## src/taq_cfg.svh

```systemverilog
// Purpose: Constants for the temperature alert qualify and beta register bank.
// Assumes: Byte-wide register port inside the device, 125 MHz mclk.
// Notes: Offsets are register addresses on the management bus.
// Summary of operation
// - Fault register names faulted external diode.
// - Reading fault register returns then clears.
// - Bits 3..1 flag diodes 3..1.
// - Masked channel never drives alert; thermal unmasked.
// - Voltage and peak masks block alert.
// - Diode masks block limit and fault alerts.
// - Internal mask blocks internal limit alerts.
// - Count settings apply to temperature and diode fault queues only.
// - Comparator mode counts only high-limit and crit hits.
// - Separate high, low, fault queues per diode.
// - Timeout bit enables 30ms clock-low reset.
// - Bits 6-4 set thermal consecutive count.
// - Bits 3-1 set alert consecutive count.
// - Codes 000,001,011,111 mean 1..4.
// - Consecutive register resets to 70h.
// - Autodetect applies and shows detected beta.
// - Manual beta code selects compensation; 1111 off.
// - Beta code writes ignored while autodetect on.
`ifndef TAQ_CFG_SVH
`define TAQ_CFG_SVH
`define TAQ_ADDR_FAULT 8'h1B
`define TAQ_ADDR_MASK 8'h1F
`define TAQ_ADDR_CONSEC 8'h22
`define TAQ_ADDR_BETA1 8'h25
`define TAQ_ADDR_BETA2 8'h26
`define TAQ_RST_FAULT 8'h00
`define TAQ_RST_MASK 8'h00
`define TAQ_RST_CONSEC 8'h70
`define TAQ_RST_BETA 8'h10
`define TAQ_BIT_TIMEOUT 7
`define TAQ_BIT_AUTO 4
`define TAQ_BIT_VSENSE 7
`define TAQ_BIT_VSRC 6
`define TAQ_BIT_PEAK 5
`define TAQ_FAULT_MASK 8'h0E
`define TAQ_CONSEC_MASK 8'hFE
`define TAQ_BETA_MASK 8'h1F
`define TAQ_BETA_OFF 4'hF
`define TAQ_BETA_MSB 3
`define TAQ_ALERT_MSB 3
`define TAQ_ALERT_LSB 1
`define TAQ_CRIT_MSB 6
`define TAQ_CRIT_LSB 4
`define TAQ_TIMEOUT_MS 30
`define TAQ_CLK_MHZ 125
`define TAQ_TIMEOUT_CYC (`TAQ_TIMEOUT_MS * 1000 * `TAQ_CLK_MHZ)
`endif

```

## src/taq_pkg.sv

```systemverilog
// Purpose: Types for the alert qualify register bank.
// Assumes: Nothing beyond the constants header.
// Notes: Holds the bus timeout monitor states.
package taq_pkg;
    typedef enum logic [1:0] {
        TAQ_TO_IDLE = 2'b01,
        TAQ_TO_LOW = 2'b10
    } taq_to_e;
    typedef logic [2:0] taq_cnt_t;
endpackage

```

## src/taq_regs.sv

```systemverilog
// Purpose: Fault flags, alert masking, consecutive queues and beta config registers.
// Assumes: Single-cycle byte register port from the bus protocol engine.
// Notes: Alert and thermal outputs are active low and come from flip-flops.
`timescale 1ns/1ps
`include "taq_cfg.svh"
module taq_regs
    import taq_pkg::*;
#(
    parameter int TIMEOUT_CYC = `TAQ_TIMEOUT_CYC
) (
    // Clock and reset
    input wire logic mclk,
    input wire logic reset_n,
    input wire logic clk_en,
    // Register port
    input wire logic reg_wr,
    input wire logic reg_rd,
    input wire logic [7:0] reg_addr,
    input wire logic [7:0] reg_wdata,
    output logic [7:0] reg_rdata,
    output logic reg_hit,
    // Measurement results, one pulse per conversion, bit 0 is internal, bit n (1..3) is external diode n
    input wire logic conv_done,
    input wire logic [3:1] diode_fault,
    input wire logic [3:0] temp_high,
    input wire logic [3:0] temp_low,
    input wire logic [3:0] temp_crit,
    input wire logic alert_comparator_mode,
    // Voltage and peak alert sources, qualified elsewhere
    input wire logic vsense_alert,
    input wire logic vsource_alert,
    input wire logic peak_alert,
    // Beta autodetect interface
    input wire logic [3:0] beta_detected_1,
    input wire logic [3:0] beta_detected_2,
    output logic [3:0] beta_comp_code_1,
    output logic [3:0] beta_comp_code_2,
    output logic beta_autodetect_en_1,
    output logic beta_autodetect_en_2,
    // Pins
    input wire logic bus_clock_line,
    output logic bus_timeout_rst,
    output logic alert_out_n,
    output logic thermal_out_n
);
    localparam int CW = 32;
    localparam logic [CW-1:0] TO_LIMIT = CW'(TIMEOUT_CYC);

    logic rst_s1_ff, rst_n_ff;
    always_ff @(posedge mclk or negedge reset_n) begin
        if (!reset_n) begin
            rst_s1_ff <= 1'b0;
            rst_n_ff <= 1'b0;
        end else begin
            rst_s1_ff <= 1'b1;
            rst_n_ff <= rst_s1_ff;
        end
    end

    logic scl_s1_ff, scl_ff;
    always_ff @(posedge mclk or negedge rst_n_ff) begin
        if (!rst_n_ff) begin
            scl_s1_ff <= 1'b1;
            scl_ff <= 1'b1;
        end else if (clk_en) begin
            scl_s1_ff <= bus_clock_line;
            scl_ff <= scl_s1_ff;
        end
    end

    logic [7:0] fault_ff, mask_ff, consec_ff, beta1_ff, beta2_ff;
    wire sel_fault = reg_addr == `TAQ_ADDR_FAULT;
    wire sel_mask = reg_addr == `TAQ_ADDR_MASK;
    wire sel_consec = reg_addr == `TAQ_ADDR_CONSEC;
    wire sel_beta1 = reg_addr == `TAQ_ADDR_BETA1;
    wire sel_beta2 = reg_addr == `TAQ_ADDR_BETA2;
    assign reg_hit = sel_fault | sel_mask | sel_consec | sel_beta1 | sel_beta2;

    wire [7:0] fault_set = {4'h0, conv_done ? diode_fault : 3'b000, 1'b0};
    // The set term wins over the read clear so a fault in the read cycle survives.
    wire fault_rd = clk_en & reg_rd & sel_fault;
    wire [7:0] nxt_fault = ((fault_rd ? 8'h00 : fault_ff) | fault_set) & `TAQ_FAULT_MASK;

    // Beta field tracks detection when autodetect is on; writes then only touch bit 4.
    function automatic logic [7:0] beta_next(input logic [7:0] cur, input logic wr,
                                             input logic [7:0] wd, input logic [3:0] det,
                                             input logic conv);
        logic [7:0] v;
        v = cur;
        if (wr) begin
            v[`TAQ_BIT_AUTO] = wd[`TAQ_BIT_AUTO];
            if (!cur[`TAQ_BIT_AUTO]) begin
                v[3:0] = wd[3:0];
            end
        end
        if (cur[`TAQ_BIT_AUTO] && conv) begin
            v[3:0] = det;
        end
        beta_next = v & `TAQ_BETA_MASK;
    endfunction

    wire wr_ok = clk_en & reg_wr;
    wire [7:0] nxt_beta1 = beta_next(beta1_ff, wr_ok & sel_beta1, reg_wdata, beta_detected_1,
                                     conv_done);
    wire [7:0] nxt_beta2 = beta_next(beta2_ff, wr_ok & sel_beta2, reg_wdata, beta_detected_2,
                                     conv_done);

    always_ff @(posedge mclk or negedge rst_n_ff) begin
        if (!rst_n_ff) begin
            fault_ff <= `TAQ_RST_FAULT;
            mask_ff <= `TAQ_RST_MASK;
            consec_ff <= `TAQ_RST_CONSEC;
            beta1_ff <= `TAQ_RST_BETA;
            beta2_ff <= `TAQ_RST_BETA;
        end else if (clk_en) begin
            fault_ff <= nxt_fault;
            if (reg_wr && sel_mask) begin
                mask_ff <= reg_wdata;
            end
            if (reg_wr && sel_consec) begin
                consec_ff <= reg_wdata & `TAQ_CONSEC_MASK;
            end
            beta1_ff <= nxt_beta1;
            beta2_ff <= nxt_beta2;
        end
    end

    wire [7:0] rd_mux = sel_fault ? fault_ff :
                        sel_mask ? mask_ff :
                        sel_consec ? consec_ff :
                        sel_beta1 ? beta1_ff :
                        sel_beta2 ? beta2_ff : 8'h00;
    logic [7:0] rdata_ff;
    always_ff @(posedge mclk or negedge rst_n_ff) begin
        if (!rst_n_ff) begin
            rdata_ff <= 8'h00;
        end else if (clk_en && reg_rd) begin
            rdata_ff <= rd_mux;
        end
    end
    assign reg_rdata = rdata_ff;

    assign beta_comp_code_1 = beta1_ff[`TAQ_BETA_MSB:0];
    assign beta_comp_code_2 = beta2_ff[`TAQ_BETA_MSB:0];
    assign beta_autodetect_en_1 = beta1_ff[`TAQ_BIT_AUTO];
    assign beta_autodetect_en_2 = beta2_ff[`TAQ_BIT_AUTO];

    // Thermometer codes: count of ones plus one gives the needed number.
    function automatic taq_cnt_t decode_cnt(input logic [2:0] c);
        decode_cnt = 3'(c[0]) + 3'(c[1]) + 3'(c[2]) + 3'h1;
    endfunction
    wire taq_cnt_t alert_need = decode_cnt(consec_ff[`TAQ_ALERT_MSB:`TAQ_ALERT_LSB]);
    wire taq_cnt_t crit_need = decode_cnt(consec_ff[`TAQ_CRIT_MSB:`TAQ_CRIT_LSB]);

    // Queue index 0..3 is internal, diode 1..3; internal keeps only high and crit.
    logic [3:0] hi_q, lo_q, flt_q, crit_q;
    genvar g;
    generate
        for (g = 0; g < 4; g++) begin : g_chan
            logic [2:0] hi_ff, lo_ff, flt_ff, cr_ff;
            wire hi_ev = temp_high[g];
            wire lo_ev = temp_low[g] & ~alert_comparator_mode;
            wire flt_ev = (g != 0) && diode_fault[(g == 0) ? 1 : g] && !alert_comparator_mode;
            always_ff @(posedge mclk or negedge rst_n_ff) begin
                if (!rst_n_ff) begin
                    hi_ff <= 3'h0;
                    lo_ff <= 3'h0;
                    flt_ff <= 3'h0;
                    cr_ff <= 3'h0;
                end else if (clk_en && conv_done) begin
                    hi_ff <= hi_ev ? (hi_ff == alert_need ? hi_ff : hi_ff + 3'h1) : 3'h0;
                    lo_ff <= lo_ev ? (lo_ff == alert_need ? lo_ff : lo_ff + 3'h1) : 3'h0;
                    flt_ff <= flt_ev ? (flt_ff == alert_need ? flt_ff : flt_ff + 3'h1) : 3'h0;
                    cr_ff <= temp_crit[g] ? (cr_ff == crit_need ? cr_ff : cr_ff + 3'h1) : 3'h0;
                end
            end
            assign hi_q[g] = hi_ff >= alert_need;
            assign lo_q[g] = (g != 0) && (lo_ff >= alert_need);
            assign flt_q[g] = (g != 0) && (flt_ff >= alert_need);
            assign crit_q[g] = cr_ff >= crit_need;
        end
    endgenerate

    // Voltage and peak sources arrive already qualified by their own settings.
    wire [7:0] alert_src = {vsense_alert, vsource_alert, peak_alert, 1'b0,
                            hi_q | lo_q | flt_q};
    wire [7:0] alert_eff = alert_src & ~mask_ff;
    logic alert_ff, thermal_out_n_ff;
    always_ff @(posedge mclk or negedge rst_n_ff) begin
        if (!rst_n_ff) begin
            alert_ff <= 1'b1;
            thermal_out_n_ff <= 1'b1;
        end else if (clk_en) begin
            alert_ff <= ~|alert_eff;
            thermal_out_n_ff <= ~|crit_q;
        end
    end
    assign alert_out_n = alert_ff;
    assign thermal_out_n = thermal_out_n_ff;

    // Bus clock low timeout monitor.
    taq_to_e to_st_ff;
    logic [CW-1:0] to_cnt_ff;
    logic to_rst_ff;
    wire to_en = consec_ff[`TAQ_BIT_TIMEOUT];
    always_ff @(posedge mclk or negedge rst_n_ff) begin
        if (!rst_n_ff) begin
            to_st_ff <= TAQ_TO_IDLE;
            to_cnt_ff <= '0;
            to_rst_ff <= 1'b0;
        end else if (clk_en) begin
            to_rst_ff <= 1'b0;
            case (to_st_ff)
                TAQ_TO_IDLE: begin
                    to_cnt_ff <= '0;
                    if (to_en && !scl_ff) begin
                        to_st_ff <= TAQ_TO_LOW;
                    end
                end
                TAQ_TO_LOW: begin
                    if (!to_en || scl_ff) begin
                        to_st_ff <= TAQ_TO_IDLE;
                    end else if (to_cnt_ff >= TO_LIMIT) begin
                        to_rst_ff <= 1'b1;
                        to_st_ff <= TAQ_TO_IDLE;
                    end else begin
                        to_cnt_ff <= to_cnt_ff + 32'h1;
                    end
                end
                default: to_st_ff <= TAQ_TO_IDLE;
            endcase
        end
    end
    assign bus_timeout_rst = to_rst_ff;
endmodule

```

## config.mk

```make
export PLATFORM = sky130hd
export DESIGN_NAME = taq_regs
export DESIGN_NICKNAME = d
export VERILOG_FILES = /design/src/taq_pkg.sv /design/src/taq_regs.sv
export VERILOG_INCLUDE_DIRS = /design/src
export SDC_FILE = /design/constraint.sdc
export NUM_CORES = 1
export LEC_CHECK = 0
export BUFFER_PORTS_ARGS = -buffer_cell sky130_fd_sc_hd__buf_2
export CAP_MARGIN = 0
export CORE_AREA = 2 2 120 151
export DETAILED_ROUTE_END_ITERATION = 8
export DIE_AREA = 0 0 122 153
export PLACE_DENSITY = 0.63
export SLEW_MARGIN = 20
export SYNTH_ARGS = -nofsm -noshare
export SYNTH_HDL_FRONTEND = slang
export SYNTH_SLANG_ARGS = --single-unit
```

## constraint.sdc

```tcl
create_clock -name mclk -period 5.77 [get_ports mclk]
set_clock_uncertainty 0.15 [all_clocks]
set_input_delay 0.577 -clock mclk [delete_from_list [all_inputs] [get_ports mclk]]
set_output_delay 0.577 -clock mclk [all_outputs]
set_load 0.01 [all_outputs]
```

==> out/metrics.csv, run 1 <==
metric,value,unit
cp.arrival,3430,ps
drive_gt1_frac,0.193,
avgSynthCellArea,9.65,um^2
synth-edff-count,0,
ys_seq_area_frac,0.421,
peakVddDrop,203,uV
clkTransAtPathRegs,60,ps
via_per_inst,5.36,
fill_cells,1662,
start_util,0.412,
power.total,2850,uW
post_cts_resized,0,
drc,0,
post-cts-setup-buffer-count,0,
cp-end-kind,flop,
cts_root_buffer,clkbuf_16,
finalHoldViolations,0,
die_h,153,um
core_area,17200,um^2
clk_latency,410,ps
final_antenna_net_count,0,
drtIter0Drc,320,
yosysTopAreaCell,dfrtp_1,
rows,54,
worst_setup_path_start_kind,flop,
ctsHtreeMaxLevel,4,
final-setup-viol-count,0,
totalWireLength,16800,um
max_cap_violations,0,
synthArstFlopShare,1.00,
place_area,7660,um^2
fin_setup_tns,0,ps
area.sequential,2990,um^2
powerDensity,343,nW/um^2
r2r_cells,11,
synth_cells,736,
die-area,18700,um^2
synth_area_leaders,"dfrtp_1 (38%), ha_1 (9.9%), mux2_2 (4.0%)",
synthesis.nets,842,
p_leak,0.00386,uW
synth_seq_cells,119,
min_path_type,flop to async pin,
avgRoutedWirePerCell,16.1,um
grt_setup_unrepaired,no,
grt_usage,0.189,
die_w,122,um
timing.final.crit_share,0.564,
first_global_vias,5633,
synth_warnings,0,
outcome,"complete, no violations",
ios,72,
synthDistinctLibCells,73,
drtPass1Iterations,5,
grt_first_pass_wirelength,27900,um
synthesis.area,7100,um^2
grt_max_degree,74,
gp_congestion,0.825,
slew_viol_final,0,
worstMarginPinSlew,942,ps
cts_tree,yes,
clock_sinks,119,
multiInputGateArea,3770,um^2
area_growth,16.9,%
finalInstanceArea,8310,um^2
antenna_found_initial,0,
ys.flop_type,dfrtp_1,
post-route-min-period,3260,ps
clockBufferDepth,2,
grt_overflow,0,
path_max_fanout,14,
diodes,0,
synth_top_area_frac,0.384,
numCtsBuffers,17,
hpwl,12200,um
required,5940,ps
portBuffers,70,
vias,5614,
relSlewSlack,0.372,
crit_type,flop to flop,
nNetsFinal,916,
fmax,307,MHz
## per-layer routing
metal  global-route usage  wire (um)
met5                    0          0
met4               0.0733        382
met3               0.0429        529
met1                0.230       7440
met2                0.323       8500
## per-stage QoR
step	std cells	util	setup slack, ps	hold WS, ps
3_3_place_gp	1014	0.445	2560	196
3_5_place_dp	1014	0.445	2540	200
5_1_grt	1047	0.482	2330	224
4_1_cts	1047	0.482	2520	220
6_report	1047	0.482	2510	201
2_1_floorplan	736	-	2080	131
## final cells by class
| type | instances | area share |
|---|---|---|
| clock buffers | 18 | 0.0529 |
| clock inverters | 14 | 0.0238 |
| inverters | 63 | 0.0285 |
| multi-input cells | 535 | 0.455 |
| flip-flops and latches | 119 | 0.360 |
| well taps | 224 | 0.0337 |
| repair buffers | 74 | 0.0461 |
## worst paths after layout
path / start / endpoint / slack (ps)
worst max register to register: consec_ff[1] / alert_out_n / 2510
max in group asynchronous: rst_n_ff / g_chan[2].hi_ff[2] / 3890
worst min-delay path: rst_n_ff / to_cnt_ff[8] / 200
min in group mclk: rst_s1_ff / rst_n_ff / 210
worst max-delay path: consec_ff[1] / alert_out_n / 2510
worst min register to register: rst_n_ff / to_cnt_ff[8] / 200
## power breakdown
part	internal (uW)	switching (uW)	leakage, uW
Combinational	300	347	0.00200
Sequential	943	116	0.00155
Clock	737	409	0.000307
Total	1980	872	0.00386
## cell usage after synthesis (8+ instances only)
library cell / count
and2_1: 15
nor2_1: 33
dfstp_2: 10
a22oi_1: 9
mux2_2: 25
a21oi_1: 21
nand2_1: 70
o21ai_0: 54
dfrtp_1: 109
inv_1: 63
o22ai_1: 13
mux2i_1: 15
a22o_1: 8
nand3_1: 39
a31oi_1: 12
nor3_1: 9
clkbuf_1: 11
nand2b_1: 19
ha_1: 56
nor2b_1: 14
xnor2_1: 12
and3_1: 12
## what timing repair did
action	CTS	global route
endpoints found under the hold margin	2	0
hold buffers	1	0
endpoints found under the setup margin	0	0
## cell families after synthesis
kind of cell,after synthesis,share of synthesized area
simple gates,250,0.186
flops,119,0.421
buf+inv,82,0.0477
other cells,1,0.000528
fa+ha+maj,58,0.101
xor+xnor,16,0.0197
compound gates,170,0.163
mux,40,0.0608
## state kept, by name, indices dropped and copies added (netlist names), 2 cells and up
register,count
to_cnt_ff,32
g_chan.cr_ff,12
g_chan.hi_ff,12
g_chan.flt_ff,9
g_chan.lo_ff,9
mask_ff,8
reg_rdata,8
consec_ff,7
beta1_ff,5
beta2_ff,5
fault_ff,3
to_st_ff,2
## cell usage in the layout (no fill, tap or decap), types with 4 or more instances in the layout
master | netlist | routed
o31ai_1 | 4 | 4
dfrtp_1 | 109 | 108
bufinv_16 | 0 | 4
xor2_1 | 4 | 4
xnor2_1 | 12 | 12
nor2_1 | 33 | 33
inv_1 | 63 | 63
a22o_1 | 8 | 8
nand2_1 | 70 | 70
buf_2 | 3 | 70
and2_1 | 15 | 15
o211ai_1 | 4 | 4
and3_1 | 12 | 12
a21oi_1 | 21 | 21
nor2b_1 | 14 | 14
o311ai_1 | 4 | 4
o21ai_0 | 54 | 54
nand4_1 | 7 | 7
a31oi_1 | 12 | 12
mux2i_1 | 15 | 15
o22ai_1 | 13 | 13
a22oi_1 | 9 | 9
ha_1 | 56 | 56
a2bb2oi_1 | 5 | 5
nand3_1 | 39 | 39
mux2_2 | 25 | 25
or3_1 | 7 | 7
nand2b_1 | 19 | 19
dfstp_2 | 10 | 10
clkinv_4 | 0 | 4
nor3_1 | 9 | 9
clkbuf_16 | 0 | 17
## critical path, stage by stage, from the launching register on
cell and delay [ps]:
dfrtp_1 360, inv_1 50, ha_1 270, inv_1 40, ha_1 170, ha_1 720
inv_1 190, maj3_1 380, a21oi_1 140, a31oi_1 100, or3_1 320, o32ai_1 270
(Power assumes the default switching activity.)
==> run 2: changes to the inputs <==
clock period = 3.4 ns   (was 5.77 ns; I/O delays follow)
==> run 2 against run 1 <==
Compared with the run above:
- global-route usage increased by 0.39 points
- wire length decreased by 0.46%
- sequential power increased by 70%
- largest cell class unchanged
- count of clock-buffer cells in the layout increased by 3
- via count increased by 2.4%
==> out/metrics.csv, run 2 (synthesis results as in run 1) <==
metric,value,unit,change
max_cap_violations,0,,unchanged
antenna_found_initial,0,,unchanged
die_w,122,um,unchanged
worstReg2RegEnd,alert_out_n,,
numCtsBuffers,17,,unchanged
place_area,7760,um^2,+1.3%
finalInstanceArea,8390,um^2,+0.99%
drc,0,,unchanged
peakVddDrop,392,uV,+93%
final-setup-viol-count,0,,unchanged
avgRoutedWirePerCell,15.8,um,-1.7%
portBuffers,70,,unchanged
p_leak,0.00390,uW,+1.1%
fmax,328,MHz,+6.8%
clock_sinks,119,,unchanged
drtPass1Iterations,7,,+2
largest-register,to_cnt_ff,,
cp-end-kind,flop,,
finalHoldViolations,0,,unchanged
die-area,18700,um^2,unchanged
ctsHtreeMaxLevel,4,,unchanged
wl_met3,501,um,-5.3%
cts_root_buffer,clkbuf_16,,
finish.utilization,0.487,,+0.00479
clkTransAtPathRegs,60,ps,about the same
hpwl,12400,um,+1.7%
diodes,0,,unchanged
slew_viol_final,0,,unchanged
post-place-ws,381,ps,-2160 ps
vias,5750,,+2.4%
gp_congestion,0.826,,about the same
grt_usage,0.193,,+0.00392
worst_slack,350,ps,-2160 ps
min_path_type,input pin to flop,,
whs,8.87,ps,-192 ps
final_antenna_net_count,0,,unchanged
die_h,153,um,unchanged
grt_setup_unrepaired,no,,
post-cts-setup-buffer-count,0,,unchanged
via_per_inst,5.42,,+1.2%
path_max_fanout,10,,-4
worstMarginPinSlew,910,ps,-32.0 ps
fill_cells,1644,,-1.1%
start_util,0.412,,unchanged
hold_path.startpoint,temp_high[1],,
route.met2.wl,8580,um,+0.99%
top_regs,"to_cnt_ff (32), g_chan.cr_ff (12), g_chan.hi_ff (12)",,
drtIter0Drc,370,,+16%
largest_reg_flops,32,,unchanged
drt-met1-wl,7380,um,-0.81%
grt_first_pass_wirelength,28500,um,+2.0%
nNetsFinal,929,,+1.4%
drive_gt1_frac,0.202,,+0.00896
clockBufferDepth,2,,unchanged
cts_tree,yes,,
required,3560,ps,-2380 ps
fin_setup_tns,0,ps,unchanged
rows,54,,unchanged
core_area,17200,um^2,unchanged
first_global_vias,5769,,+2.4%
dr.max_layer_used,met4,,
grt_max_degree,50,,-32%
final_cell_mix,"dfrtp_1 (108), nand2_1 (70), buf_2 (70)",,
worst_setup_path_start_kind,flop,,
totalWireLength,16800,um,-0.46%
crit_type,flop to flop,,
outcome,"complete, no violations",,
cp.arrival,3210,ps,-220 ps
r2r_cells,13,,+2
hold_depth,2,,
clk_latency,410,ps,about the same
relSlewSlack,0.392,,+0.0198
grt_overflow,0,,unchanged
post-route-min-period,3050,ps,-206 ps
area_growth,18.1,%,
r2r_slack,350,ps,-2160 ps
ios,72,,unchanged
powerDensity,570,nW/um^2,+66%
timing.final.crit_share,0.897,,+0.333
r2r-start,consec_ff[3],,
final_common_cell,dfrtp_1,,
hold_path_end,g_chan[1].hi_ff[1],,
run 2: cell count changes in the layout (fill, tap and decap cells not counted), sizes merged:
cell / delta
clkinv: -4
clkbuf: +3
clkinvlp: +3
dlygate4sd3: +1
bufinv: -1
buf: +12
inv: -1
run 2: layer usage:
layer  track usage  vias to the layer above
li1              -                     2848
met1         0.239                     2783
met2         0.329                      101
met3        0.0369                       18
met4        0.0766                        0
met5             0                        -
run 2: layout make-up:
class | count | area, um^2 | area share
multi-input combinational | 535 | 3770 | 0.450
sequential | 119 | 2990 | 0.357
timing repair buffer | 87 | 495 | 0.0591
clock buffer | 21 | 460 | 0.0549
tap | 224 | 280 | 0.0334
inverter | 63 | 236 | 0.0282
clock inverter | 11 | 146 | 0.0175
run 2: report_power, final:
group / internal, uW / switching [uW] / leakage, uW / total, uW
logic: 530 / 592 / 0.00207 / 1120
registers: 1600 / 195 / 0.00155 / 1800
clock network: 1190 / 677 / 0.000282 / 1870
total: 3320 / 1460 / 0.00390 / 4780
run 2: worst max-delay path, stage by stage, from the launching register on:
cell and delay (ps):
dfrtp_1 360, inv_1 60, ha_1 260, inv_1 40
ha_1 170, ha_1 170, inv_1 300, ha_1 340
a222oi_1 330, nor2_1 80, a31oi_1 150, and3_1 200
o22ai_1 100, o32ai_1 250
run 2: how the worst max path moves through the flow:
stage,start,end,slack [ps],cells after the start
after global placement,consec_ff[3],alert_out_n,420,13
after floorplan,consec_ff[1],alert_out_n,560,11
after detailed placement,consec_ff[3],alert_out_n,380,13
final,consec_ff[3],alert_out_n,350,13
after CTS,consec_ff[3],alert_out_n,310,13
after global routing,consec_ff[3],alert_out_n,80,13
run 2: through the flow:
stage | instances | total power [uW]
after detailed placement | 1026 | 2950
after floorplan | 736 | 2620
after global placement | 1026 | 2910
after CTS | 1060 | 4840
after global routing | 1060 | 5120
final | 1060 | 4780
run 2: what timing repair did:
action,CTS,global route
resized for setup,0,0
hold buffers,2,0
hold endpoints to repair,3,0
